`config.mk`:
```
export PLATFORM = sky130hd
export DESIGN_NAME = ssp_slave
export DESIGN_NICKNAME = d
export VERILOG_FILES = /design/src/ssp_pkg.sv /design/src/ssp_slave.sv
export SDC_FILE = /design/constraint.sdc
export NUM_CORES = 1
export LEC_CHECK = 0
export BUFFER_PORTS_ARGS = -buffer_cell sky130_fd_sc_hd__buf_2
export CAP_MARGIN = 20
export CORE_AREA = 2 2 130 132
export DETAILED_ROUTE_END_ITERATION = 8
export DIE_AREA = 0 0 132 134
export SLEW_MARGIN = 0
export SYNTH_ARGS = -nofsm -noshare
export SYNTH_HDL_FRONTEND = slang
export SYNTH_SLANG_ARGS = --single-unit
```
`constraint.sdc`:
```
create_clock -name clk_sys -period 1.8 [get_ports clk_sys]
set_clock_uncertainty 0.15 [all_clocks]
set_input_delay 0.09 -clock clk_sys [delete_from_list [all_inputs] [get_ports clk_sys]]
set_output_delay 0.09 -clock clk_sys [all_outputs]
set_load 0.01 [all_outputs]
```
`src/ssp_pkg.sv`:
```
// Constants and types for the synchronous slave serial port
package ssp_pkg;
   localparam logic [2:0] OFS_TX_CTL = 3'h0;
   localparam logic [2:0] OFS_RX_CTL = 3'h1;
   localparam logic [2:0] OFS_TX_BUF = 3'h2;
   localparam logic [2:0] OFS_RX_BUF = 3'h3;
   localparam logic [2:0] OFS_BAUD = 3'h4;
   localparam logic [2:0] OFS_FLAGS = 3'h5;
   localparam logic [2:0] OFS_ENABLES = 3'h6;
   localparam logic [2:0] OFS_PRIO = 3'h7;
   // Transmit control and status fields
   localparam int TX_CLK_SRC_B = 7;
   localparam int TX_NINE_B = 6;
   localparam int TX_EN_B = 5;
   localparam int TX_SYNC_B = 4;
   localparam int TX_HIGH_BAUD_B = 2;
   localparam int TX_SH_EMPTY_B = 1;
   localparam int TX_NINTH_B = 0;
   // Receive control and status fields
   localparam int RX_PORT_EN_B = 7;
   localparam int RX_NINE_B = 6;
   localparam int RX_SINGLE_B = 5;
   localparam int RX_CONT_B = 4;
   localparam int RX_ADDR_DET_B = 3;
   localparam int RX_FRAME_ERR_B = 2;
   localparam int RX_OVERRUN_B = 1;
   localparam int RX_NINTH_B = 0;
   // Flag, enable and priority fields
   localparam int IRQ_RX_B = 5;
   localparam int IRQ_TX_B = 4;
   localparam logic [7:0] RST_BYTE = 8'h00;
   localparam logic [3:0] WORD_BITS_8 = 4'h8;
   localparam logic [3:0] WORD_BITS_9 = 4'h9;
   typedef struct packed {
      logic clock_source_select;
      logic tx_nine_bit_select;
      logic tx_enable;
      logic sync_mode;
      logic high_baud_select;
      logic tx_ninth_bit;
   } ssp_txctl_t;
   localparam ssp_txctl_t RST_TXCTL = '0;
   typedef struct packed {
      logic port_enable;
      logic rx_nine_bit_select;
      logic single_rx_enable;
      logic continuous_rx_enable;
      logic address_detect_enable;
   } ssp_rxctl_t;
   localparam ssp_rxctl_t RST_RXCTL = '0;
   typedef enum logic [1:0] {
      SSP_TX_IDLE = 2'b01,
      SSP_TX_SHIFT = 2'b10
   } ssp_tx_state_t;
endpackage : ssp_pkg

```
`src/ssp_slave.sv`:
```
// Synchronous slave serial port: registers, transmit and receive shifters
//
// Implementation choices: the placing of the registers and strobed register access.
`timescale 1ns/10ps
`default_nettype none
module ssp_slave #(
   parameter int ADDR_W = 3
) (
   input wire logic clk_sys,
   input wire logic rst_n,
   input wire logic ce,
   input wire logic [ADDR_W-1:0] addr,
   input wire logic [7:0] wr_data,
   input wire logic wr_strobe,
   input wire logic rd_strobe,
   output logic [7:0] rd_data,
   input wire logic sync_clock_line,
   input wire logic sync_data_line_in,
   output logic sync_data_line_out,
   output logic sync_data_line_oe,
   output logic tx_wake,
   output logic rx_wake
);
   if (ADDR_W < 3)
   begin : g_bad_addr
      $error("ADDR_W must be at least 3");
   end

   ssp_pkg::ssp_txctl_t txctl;
   ssp_pkg::ssp_rxctl_t rxctl;
   ssp_pkg::ssp_tx_state_t tx_state;
   logic [7:0] tx_buffer;
   logic tx_buf_full;
   logic [8:0] tx_shifter;
   logic [3:0] tx_cnt;
   logic [8:0] rx_shifter;
   logic [3:0] rx_cnt;
   logic [7:0] rx_buffer;
   logic rx_ninth_bit;
   logic rx_done_flag;
   logic overrun_error;
   logic [7:0] baud_divisor;
   logic [1:0] irq_en;
   logic [1:0] irq_prio;
   logic [2:0] ck_sync;
   logic [1:0] dt_sync;
   logic link_fall;
   logic sel_hi;
   logic [2:0] reg_sel;
   logic wr_hit;
   logic tx_buf_wr;
   logic rx_buf_rd;
   logic slave_mode;
   logic tx_on;
   logic rx_on;
   logic tx_load;
   logic tx_last;
   logic rx_last;
   logic rx_word_done;
   logic [8:0] rx_word;
   logic tx_buf_empty_flag;
   logic tx_shifter_empty;
   logic [3:0] tx_len;
   logic [3:0] rx_len;

   assign sel_hi = (ADDR_W > 3) ? (addr >> 3) != '0 : 1'b0;
   assign reg_sel = addr[2:0];
   assign wr_hit = ce && wr_strobe && !sel_hi;
   assign tx_buf_wr = wr_hit && reg_sel == ssp_pkg::OFS_TX_BUF;
   assign rx_buf_rd = ce && rd_strobe && !sel_hi && reg_sel == ssp_pkg::OFS_RX_BUF;

   // Sync slave mode: external clock, port enabled
   assign slave_mode = rxctl.port_enable && txctl.sync_mode && !txctl.clock_source_select;
   // Half duplex: continuous receive owns the data line, single receive is a don't care
   assign rx_on = slave_mode && rxctl.continuous_rx_enable;
   assign tx_on = slave_mode && txctl.tx_enable && !rxctl.continuous_rx_enable;
   assign tx_len = txctl.tx_nine_bit_select ? ssp_pkg::WORD_BITS_9 : ssp_pkg::WORD_BITS_8;
   assign rx_len = rxctl.rx_nine_bit_select ? ssp_pkg::WORD_BITS_9 : ssp_pkg::WORD_BITS_8;
   assign tx_buf_empty_flag = !tx_buf_full;
   assign tx_shifter_empty = tx_state == ssp_pkg::SSP_TX_IDLE;

   // Clock pin passes three flops, data pin two; edges are found on the second and third stage only
   always_ff @(posedge clk_sys or negedge rst_n)
   begin
      if (!rst_n)
      begin
         ck_sync <= 3'h0;
         dt_sync <= 2'h0;
      end
      else if (ce)
      begin
         ck_sync <= {ck_sync[1:0], sync_clock_line};
         dt_sync <= {dt_sync[0], sync_data_line_in};
      end
   end
   // The clock comes only from the master and is never driven here
   assign link_fall = ck_sync[2] && !ck_sync[1];

   // Register writes
   always_ff @(posedge clk_sys or negedge rst_n)
   begin
      if (!rst_n)
      begin
         txctl <= ssp_pkg::RST_TXCTL;
         rxctl <= ssp_pkg::RST_RXCTL;
         baud_divisor <= ssp_pkg::RST_BYTE;
         irq_en <= 2'h0;
         irq_prio <= 2'h0;
      end
      else if (wr_hit)
      begin
         case (reg_sel)
            ssp_pkg::OFS_TX_CTL:
            begin
               txctl.clock_source_select <= wr_data[ssp_pkg::TX_CLK_SRC_B];
               txctl.tx_nine_bit_select <= wr_data[ssp_pkg::TX_NINE_B];
               txctl.tx_enable <= wr_data[ssp_pkg::TX_EN_B];
               txctl.sync_mode <= wr_data[ssp_pkg::TX_SYNC_B];
               txctl.high_baud_select <= wr_data[ssp_pkg::TX_HIGH_BAUD_B];
               txctl.tx_ninth_bit <= wr_data[ssp_pkg::TX_NINTH_B];
            end
            ssp_pkg::OFS_RX_CTL:
            begin
               rxctl.port_enable <= wr_data[ssp_pkg::RX_PORT_EN_B];
               rxctl.rx_nine_bit_select <= wr_data[ssp_pkg::RX_NINE_B];
               rxctl.single_rx_enable <= wr_data[ssp_pkg::RX_SINGLE_B];
               rxctl.continuous_rx_enable <= wr_data[ssp_pkg::RX_CONT_B];
               rxctl.address_detect_enable <= wr_data[ssp_pkg::RX_ADDR_DET_B];
            end
            // Stored for software only; slave timing never uses it
            ssp_pkg::OFS_BAUD: baud_divisor <= wr_data;
            ssp_pkg::OFS_ENABLES: irq_en <= {wr_data[ssp_pkg::IRQ_RX_B], wr_data[ssp_pkg::IRQ_TX_B]};
            ssp_pkg::OFS_PRIO: irq_prio <= {wr_data[ssp_pkg::IRQ_RX_B], wr_data[ssp_pkg::IRQ_TX_B]};
            default: ;
         endcase
      end
   end

   // Transmit buffer; a write in the load cycle wins and keeps the buffer full
   always_ff @(posedge clk_sys or negedge rst_n)
   begin
      if (!rst_n)
      begin
         tx_buffer <= ssp_pkg::RST_BYTE;
         tx_buf_full <= 1'b0;
      end
      else if (ce)
      begin
         if (tx_buf_wr)
         begin
            tx_buffer <= wr_data;
            tx_buf_full <= 1'b1;
         end
         else if (tx_load)
            tx_buf_full <= 1'b0;
      end
   end

   assign tx_last = link_fall && tx_cnt == tx_len - 4'h1;
   // Load as soon as the shifter is idle, also between back-to-back words
   assign tx_load = tx_on && tx_buf_full && tx_state == ssp_pkg::SSP_TX_IDLE;

   // Transmit shifter: one bit per falling link edge, LSB first
   always_ff @(posedge clk_sys or negedge rst_n)
   begin
      if (!rst_n)
      begin
         tx_state <= ssp_pkg::SSP_TX_IDLE;
         tx_shifter <= 9'h1FF;
         tx_cnt <= 4'h0;
      end
      else if (ce)
      begin
         case (tx_state)
            ssp_pkg::SSP_TX_IDLE:
            begin
               if (tx_load)
               begin
                  tx_shifter <= {txctl.tx_ninth_bit, tx_buffer};
                  tx_cnt <= 4'h0;
                  tx_state <= ssp_pkg::SSP_TX_SHIFT;
               end
            end
            ssp_pkg::SSP_TX_SHIFT:
            begin
               if (!tx_on)
                  tx_state <= ssp_pkg::SSP_TX_IDLE;
               else if (link_fall)
               begin
                  tx_shifter <= {1'b1, tx_shifter[8:1]};
                  tx_cnt <= tx_cnt + 4'h1;
                  if (tx_last)
                     tx_state <= ssp_pkg::SSP_TX_IDLE;
               end
            end
            default: tx_state <= ssp_pkg::SSP_TX_IDLE;
         endcase
      end
   end

   always_ff @(posedge clk_sys or negedge rst_n)
   begin
      if (!rst_n)
      begin
         sync_data_line_out <= 1'b1;
         sync_data_line_oe <= 1'b0;
      end
      else if (ce)
      begin
         sync_data_line_out <= tx_state == ssp_pkg::SSP_TX_SHIFT ? tx_shifter[0] : 1'b1;
         sync_data_line_oe <= tx_on;
      end
   end

   // Receive shifter; like every other register here it holds while ce is low
   assign rx_word = {dt_sync[1], rx_shifter[8:1]};
   assign rx_last = rx_cnt == rx_len - 4'h1;
   assign rx_word_done = rx_on && link_fall && rx_last;
   always_ff @(posedge clk_sys or negedge rst_n)
   begin
      if (!rst_n)
      begin
         rx_shifter <= 9'h000;
         rx_cnt <= 4'h0;
      end
      else if (ce)
      begin
         if (!rx_on)
            rx_cnt <= 4'h0;
         else if (link_fall)
         begin
            rx_shifter <= rx_word;
            rx_cnt <= rx_last ? 4'h0 : rx_cnt + 4'h1;
         end
      end
   end

   // Receive buffer, done flag and overrun; a completion beats a same-cycle read
   always_ff @(posedge clk_sys or negedge rst_n)
   begin
      if (!rst_n)
      begin
         rx_buffer <= ssp_pkg::RST_BYTE;
         rx_ninth_bit <= 1'b0;
         rx_done_flag <= 1'b0;
         overrun_error <= 1'b0;
      end
      else if (ce)
      begin
         if (rx_word_done && rx_done_flag && !rx_buf_rd)
            overrun_error <= 1'b1;
         else if (!rxctl.continuous_rx_enable)
            overrun_error <= 1'b0;
         if (rx_word_done && !overrun_error && !(rx_done_flag && !rx_buf_rd))
         begin
            rx_buffer <= rxctl.rx_nine_bit_select ? rx_word[7:0] : rx_word[8:1];
            rx_ninth_bit <= rxctl.rx_nine_bit_select && rx_word[8];
            rx_done_flag <= 1'b1;
         end
         else if (rx_buf_rd)
            rx_done_flag <= 1'b0;
      end
   end

   // Wake requests follow flag and enable; priority bits only steer the host side
   assign tx_wake = tx_buf_empty_flag && irq_en[0];
   assign rx_wake = rx_done_flag && irq_en[1];

   // Read data one cycle after the strobe; status must be read before the byte
   always_ff @(posedge clk_sys or negedge rst_n)
   begin
      if (!rst_n)
         rd_data <= 8'h00;
      else if (ce && rd_strobe)
      begin
         rd_data <= 8'h00;
         if (!sel_hi)
         begin
            case (reg_sel)
               ssp_pkg::OFS_TX_CTL: rd_data <= {txctl.clock_source_select, txctl.tx_nine_bit_select,
                  txctl.tx_enable, txctl.sync_mode, 1'b0, txctl.high_baud_select,
                  tx_shifter_empty, txctl.tx_ninth_bit};
               ssp_pkg::OFS_RX_CTL: rd_data <= {rxctl.port_enable, rxctl.rx_nine_bit_select,
                  rxctl.single_rx_enable, rxctl.continuous_rx_enable, rxctl.address_detect_enable,
                  1'b0, overrun_error, rx_ninth_bit};
               ssp_pkg::OFS_TX_BUF: rd_data <= tx_buffer;
               ssp_pkg::OFS_RX_BUF: rd_data <= rx_buffer;
               ssp_pkg::OFS_BAUD: rd_data <= baud_divisor;
               ssp_pkg::OFS_FLAGS: rd_data <= {2'h0, rx_done_flag, tx_buf_empty_flag, 4'h0};
               ssp_pkg::OFS_ENABLES: rd_data <= {2'h0, irq_en, 4'h0};
               ssp_pkg::OFS_PRIO: rd_data <= {2'h0, irq_prio, 4'h0};
               default: rd_data <= 8'h00;
            endcase
         end
      end
   end
endmodule : ssp_slave
`default_nettype wire

```
* Word-level counts from Yosys, hierarchy flattened
Cells that the tools add are included.
Operators by class: add/sub/neg operators 4, equality and inequality tests 18, muxes and demuxes 27, reductions and logical operators 48
Operators by type and width (number):
- case mux 8 bit (8 select lines) | 1
- 2-to-1 mux 9 bit | 3
- 2-to-1 mux 4 bit | 6
- logical AND 1 bit | 23
- AND reduction 2 bit | 11
- case mux 9 bit (2 select lines) | 1
- equality test 3 bit, second input constant | 4
- 2-to-1 mux 1 bit | 9
- adder 4 x 1 -> 4 bit, second input constant | 2
- equality test 4 bit | 2
- 2-to-1 mux 2 bit | 4
- 2-to-1 mux 8 bit | 1
- != test 2 bit, second input constant | 4
- case mux 4 bit (2 select lines) | 1
- subtractor 4 x 1 -> 4 bit, second input constant | 2
- zero test 1 bit | 7
- equality test 3 x 2 -> 1 bit, second input constant | 2
- != test 3 bit, second input constant | 2
- nonzero test 2 bit | 3
- AND reduction 5 bit | 1
- case mux 2 bit (2 select lines) | 1
- AND reduction 4 bit | 1
- equality test 3 x 1 -> 1 bit, second input constant | 1
- zero test 3 bit | 1
- other kinds (4) | 4
Storage, ports and cells: register bits 86, input port bits 18, output and inout port bits 12, word-level logic and storage cells 127

* Longest topological paths before layout
depth in word-level cells 9, depth in mapped cells 7, depth with buffers taken out 5

* Worst setup path before layout
Ideal clock, no wire load.
kind reg2reg, start register txctl[5] (netlist bit), end register rx_buffer[0], library setup time 124 ps, data arrival time 1427 ps, data required time 1526 ps, setup slack 100 ps, stages on the path, launching flop included 8, path buffers 2, clock period less this slack 1700 ps, cell sequence dfrtp_1 -> and3b_1 -> buf_4 -> and4_1 -> nand4b_4 -> buf_2 -> nand2_1 -> o21ai_1
On the way: cells in the longest elaborated chain, start to end 8
Ends and longest elaborated chain:
- start: declaration | line ssp_slave.sv:29 | ssp_pkg::ssp_txctl_t txctl;
- start signal: assignment | line ssp_slave.sv:104 | txctl <= ssp_pkg::RST_TXCTL;
- zero test 1 bit | line ssp_slave.sv:73 | assign slave_mode = rxctl.port_enable && txctl.sync_mode && !txctl.clock_source_select;
- logical AND 1 bit | line ssp_slave.sv:73
- logical AND 1 bit | line ssp_slave.sv:75 | assign rx_on = slave_mode && rxctl.continuous_rx_enable;
- logical AND 1 bit (2 in a row) | line ssp_slave.sv:218 | assign rx_word_done = rx_on && link_fall && rx_last;
- logical AND 1 bit (2 in a row) | line ssp_slave.sv:254 | if (rx_word_done && !overrun_error && !(rx_done_flag && !rx_buf_rd))
- AND reduction 2 bit (no line)
- end signal: assignment | line ssp_slave.sv:243 | rx_buffer <= ssp_pkg::RST_BYTE;
- end signal: assignment | line ssp_slave.sv:256 | rx_buffer <= rxctl.rx_nine_bit_select ? rx_word[7:0] : rx_word[8:1];
- end: declaration | line ssp_slave.sv:38 | logic [7:0] rx_buffer;
No other way between the ends. A chain may end at the register's enable or synchronous reset.

* Worst setup path in the final report
start register rx_cnt[2], end register rx_buffer[2]
On the way: cells in the longest elaborated chain, start to end 5
Ends and longest elaborated chain:
- start: declaration | line ssp_slave.sv:37 | logic [3:0] rx_cnt;
- start signal: assignment | line ssp_slave.sv:233 | rx_cnt <= rx_last ? 4'h0 : rx_cnt + 4'h1;
- equality test 4 bit | line ssp_slave.sv:217 | assign rx_last = rx_cnt == rx_len - 4'h1;
- logical AND 1 bit | line ssp_slave.sv:218
- logical AND 1 bit (2 in a row) | line ssp_slave.sv:254
- AND reduction 2 bit (no line)
No other way between the ends.

==> flow_summary_export.csv <==
group,metric,value,unit
status,status,"complete, no violations",
worst_setup_path,cp_top_family,"compound AO/OA/AOI/OAI gates",
clock_tree,insertion_delay,0.34,ns
worst_setup_path,setup.worst_path.end,"rx_buffer[2]",
hold_path,hp-class,"input pin to flip-flop",
worst_setup_path,critPathLaunch,"rx_cnt[2]",
worst_setup_path,required,1.91,ns
finish,drive_gt1_share,35.9,%
sta,setup_viol,0,
floorplan,die_area,0.0177,mm2
synthesis,synth_top_area_cell,"dfrtp_1",
synthesis,ys_seq_area_share,53.4,%
global_routing,grt_first_pass_wirelength,15.0,mm
pwr,p_leak,2.19,nW
clock_tree,clkTransAtPathRegs,0.06,ns
synthesis,synth_top_flop_cell,"dfrtp_1",
routing,drtPass1Iterations,6,
worst_setup_path,r2r-start,"rx_cnt[2]",
synthesis,async_reset_ff_share,100,%
routing,drt-total-wl,9.34,mm
routing,viasPerCell,4.51,
hold_path,hold_depth,4,
floorplan,die_h,134,um
worst_setup_path,reg2reg_setup_slack,0.05,ns
worst_setup_path,r2r_cells,5,
worst_setup_path,cp_max_fo,5,
routing,ant_nets,0,
placement,numPortBuffers,29,
synthesis,synth_area,0.00401,mm2
finish,area_growth,26.6,%
routing,drt_iter0_markers,126,
synthesis,syn_nets,371,
global_routing,grt_max_degree,40,
routing,wl_per_cell,14.6,um
clock_tree,htreeDepth,3,
placement,post-dp-hpwl,6.75,mm
worst_setup_path,arrival,1.86,ns
clock_tree,cts_tree,"yes",
floorplan,row_count,47,
pwr,powerDensity,1030,mW/mm2
finish,fin_nets,433,
sta,hold_viol,0,
flow_run,cap_violations,0,
worst_setup_path,r2r_end,"rx_buffer[2]",
pwr,power,5.23,mW
floorplan,dieWidth,132,um
synthesis,synth-seq-cells,85,
synthesis,yosys_warnings,0,
sta,tightestPinTransition,0.472,ns
sta,slew_viol_final,0,
finish,antenna_cells,0,
global_routing,grt_antenna_before_repair,1,
finish,final_util,31.1,%
synthesis,synth.avg_cell_area,11.4,um2
sta,finalSetupTns,0,ns
sta,fin_crit_sh,97.5,%
synthesis,synthTopCellsByArea,"dfrtp_1 (46%), mux2_2 (13%), dfstp_2 (7.2%)",
global_routing,grt-ovfl-total,0,
worst_setup_path,crit_slowest_cell,"dfrtp_1",
placement,gp_congestion,0.779,
clock_tree,cts_sinks,85,
worst_setup_path,crit_chain,"nand3_2 > o32ai_4 > buf_6 > nand4b_4 > o21ai_1",
synthesis,synth_top_area_share,46.2,%
clock_tree,clockRootBuffer,"clkbuf_16",
worst_setup_path,criticalPathCategory,"flip-flop to flip-flop",
floorplan,io_pins,30,
pwr,peakVddDrop,0.491,mV
worst_setup_path,start_kind,"flip-flop",
sta,slew_headroom,68.5,%
sta,timing.fmax,0.570,GHz
synthesis,ys_types,48,
global_routing,grt_pass1_vias,2946,
worst_setup_path,endpoint_kind,"flip-flop",
routing,post-route-drc-count,0,
clock_tree,cts_buffer_depth,2,
global_routing,track_usage,10.8,%
synthesis,synthCells,351,
worst_setup_path,worstSetupPathDepth,5,
floorplan,initial_core_util,24.6,%
clock_tree,cts_buffers,9,
synthesis,synth-edff-count,0,
worst_setup_path,path_buf_inv,1,
routing,via_count,2880,
sta,fin_crit,1.75,ns
floorplan,coreArea,0.0163,mm2
worst_setup_path,critPathMaxStageDelay,0.44,ns
what timing repair did:
action                     4_1_cts  5_1_grt
pin swaps                        0        3
hold buffers                    11        0
cloned                           0        2
gates resized for setup          1       14
hold endpoints to repair       110        0
setup endpoints to repair        9       17
buffers inserted                 0        1
per-layer routing:
| metal | track usage (%) | routed length [um] |
|---|---|---|
| met1 | 13.3 | 4220 |
| met5 | 0 | 12 |
| met3 | 3.02 | 288 |
| met4 | 4.35 | 168 |
| met2 | 18.0 | 4660 |
layout make-up:
type                    count  area [um2]
clock buffers              13         260
well taps                 220         275
inverters                   6        22.5
multi-input cells         245        1840
fillers                  1650       11200
clock inverters             3        67.6
repair buffers             66         469
flip-flops and latches     85        2140
worst register-to-register path, cell delays in order, from the launching register on:
cell and delay, ns:
dfrtp_1 0.44, nand3_2 0.14, o32ai_4 0.42, buf_6 0.18
nand4b_4 0.14, o21ai_1 0.19
placed cells by master (no fill, tap or decap), types with 2 or more instances in the layout:
cell type      synthesis  layout
mux4_2                 3       3
inv_1                  6       6
dfstp_2               11      11
clkbuf_8               0       2
a22o_1                 6       6
mux2i_1               14      14
a21o_1                 4       4
a21oi_1               14      14
buf_2                  9      28
nor2_2                 1       2
mux2_2                47      47
buf_4                  2      25
nor3_1                 3       3
o21ai_2                1       4
nor2_1                17      16
nand2_1               48      48
bufinv_16              0       2
ha_1                   2       2
nand3_1                7       6
a22oi_1                2       2
o21ai_0               27      25
o31ai_1                2       2
dfrtp_1               74      74
nor2b_1                9       8
clkbuf_1               5       2
nand4b_4               2       4
o21ai_1                9       8
nand2b_1               4       4
clkbuf_16              0       9
dlygate4sd3_1          0      11
through the flow:
stage	hold slack (ns)	worst slack, ns	instance area (um2)	cells
floorplan	-0.356	0.0997	4010	351
CTS	0.0243	0.00915	4980	635
global route	0.0710	-0.0168	5070	638
finish	0.0342	0.0454	5070	638
detailed placement	-0.0919	-0.0523	4540	608
global placement	-0.0965	0.0516	4540	608
cell families (layout without fill, tap and decap cells):
logic type / after synthesis / after routing / synth area share [%]
adders and majority gates: 2 / 2 / 0.624
DFF: 85 / 85 / 53.4
xor gates and xnor gates: 1 / 1 / 0.219
AOI/OAI and AO/OA: 71 / 71 / 10.7
buffers and inverters: 23 / 88 / 2.81
muxes: 64 / 64 / 18.4
and+or+nand+nor: 105 / 107 / 13.8
power by group:
| group | total (mW) | switching (mW) | internal (mW) |
|---|---|---|---|
| Sequential | 2.43 | 0.210 | 2.22 |
| Combinational | 0.776 | 0.370 | 0.405 |
| Clock | 2.03 | 0.736 | 1.29 |
sequential cells by signal, summed over array words and instances (netlist names), 3 cells and up:
| signal | count |
|---|---|
| tx_shifter | 9 |
| baud_divisor | 8 |
| rd_data | 8 |
| rx_buffer | 8 |
| rx_shifter | 8 |
| tx_buffer | 8 |
| txctl | 6 |
| rxctl | 5 |
| rx_cnt | 4 |
| tx_cnt | 4 |
| ck_sync | 3 |
Yosys cell counts, drive strengths merged, types with 7 or more instances:
library cell / instances
nor2: 18
o21ai: 37
buf: 12
nand2: 48
dfstp: 11
mux2: 47
nor2b: 9
a21oi: 14
mux2i: 14
dfrtp: 74
nand3: 7
worst min path at each step:
stage / endpoint / start
2_1_floorplan: baud_divisor[0] / rst_n
3_3_place_gp: tx_buffer[1] / rst_n
3_5_place_dp: tx_buffer[0] / rst_n
4_1_cts: tx_state[1] / ce
5_1_grt: tx_state[1] / ce
6_report: tx_state[1] / ce
Note: power is estimated with default switching activity, not from simulation.
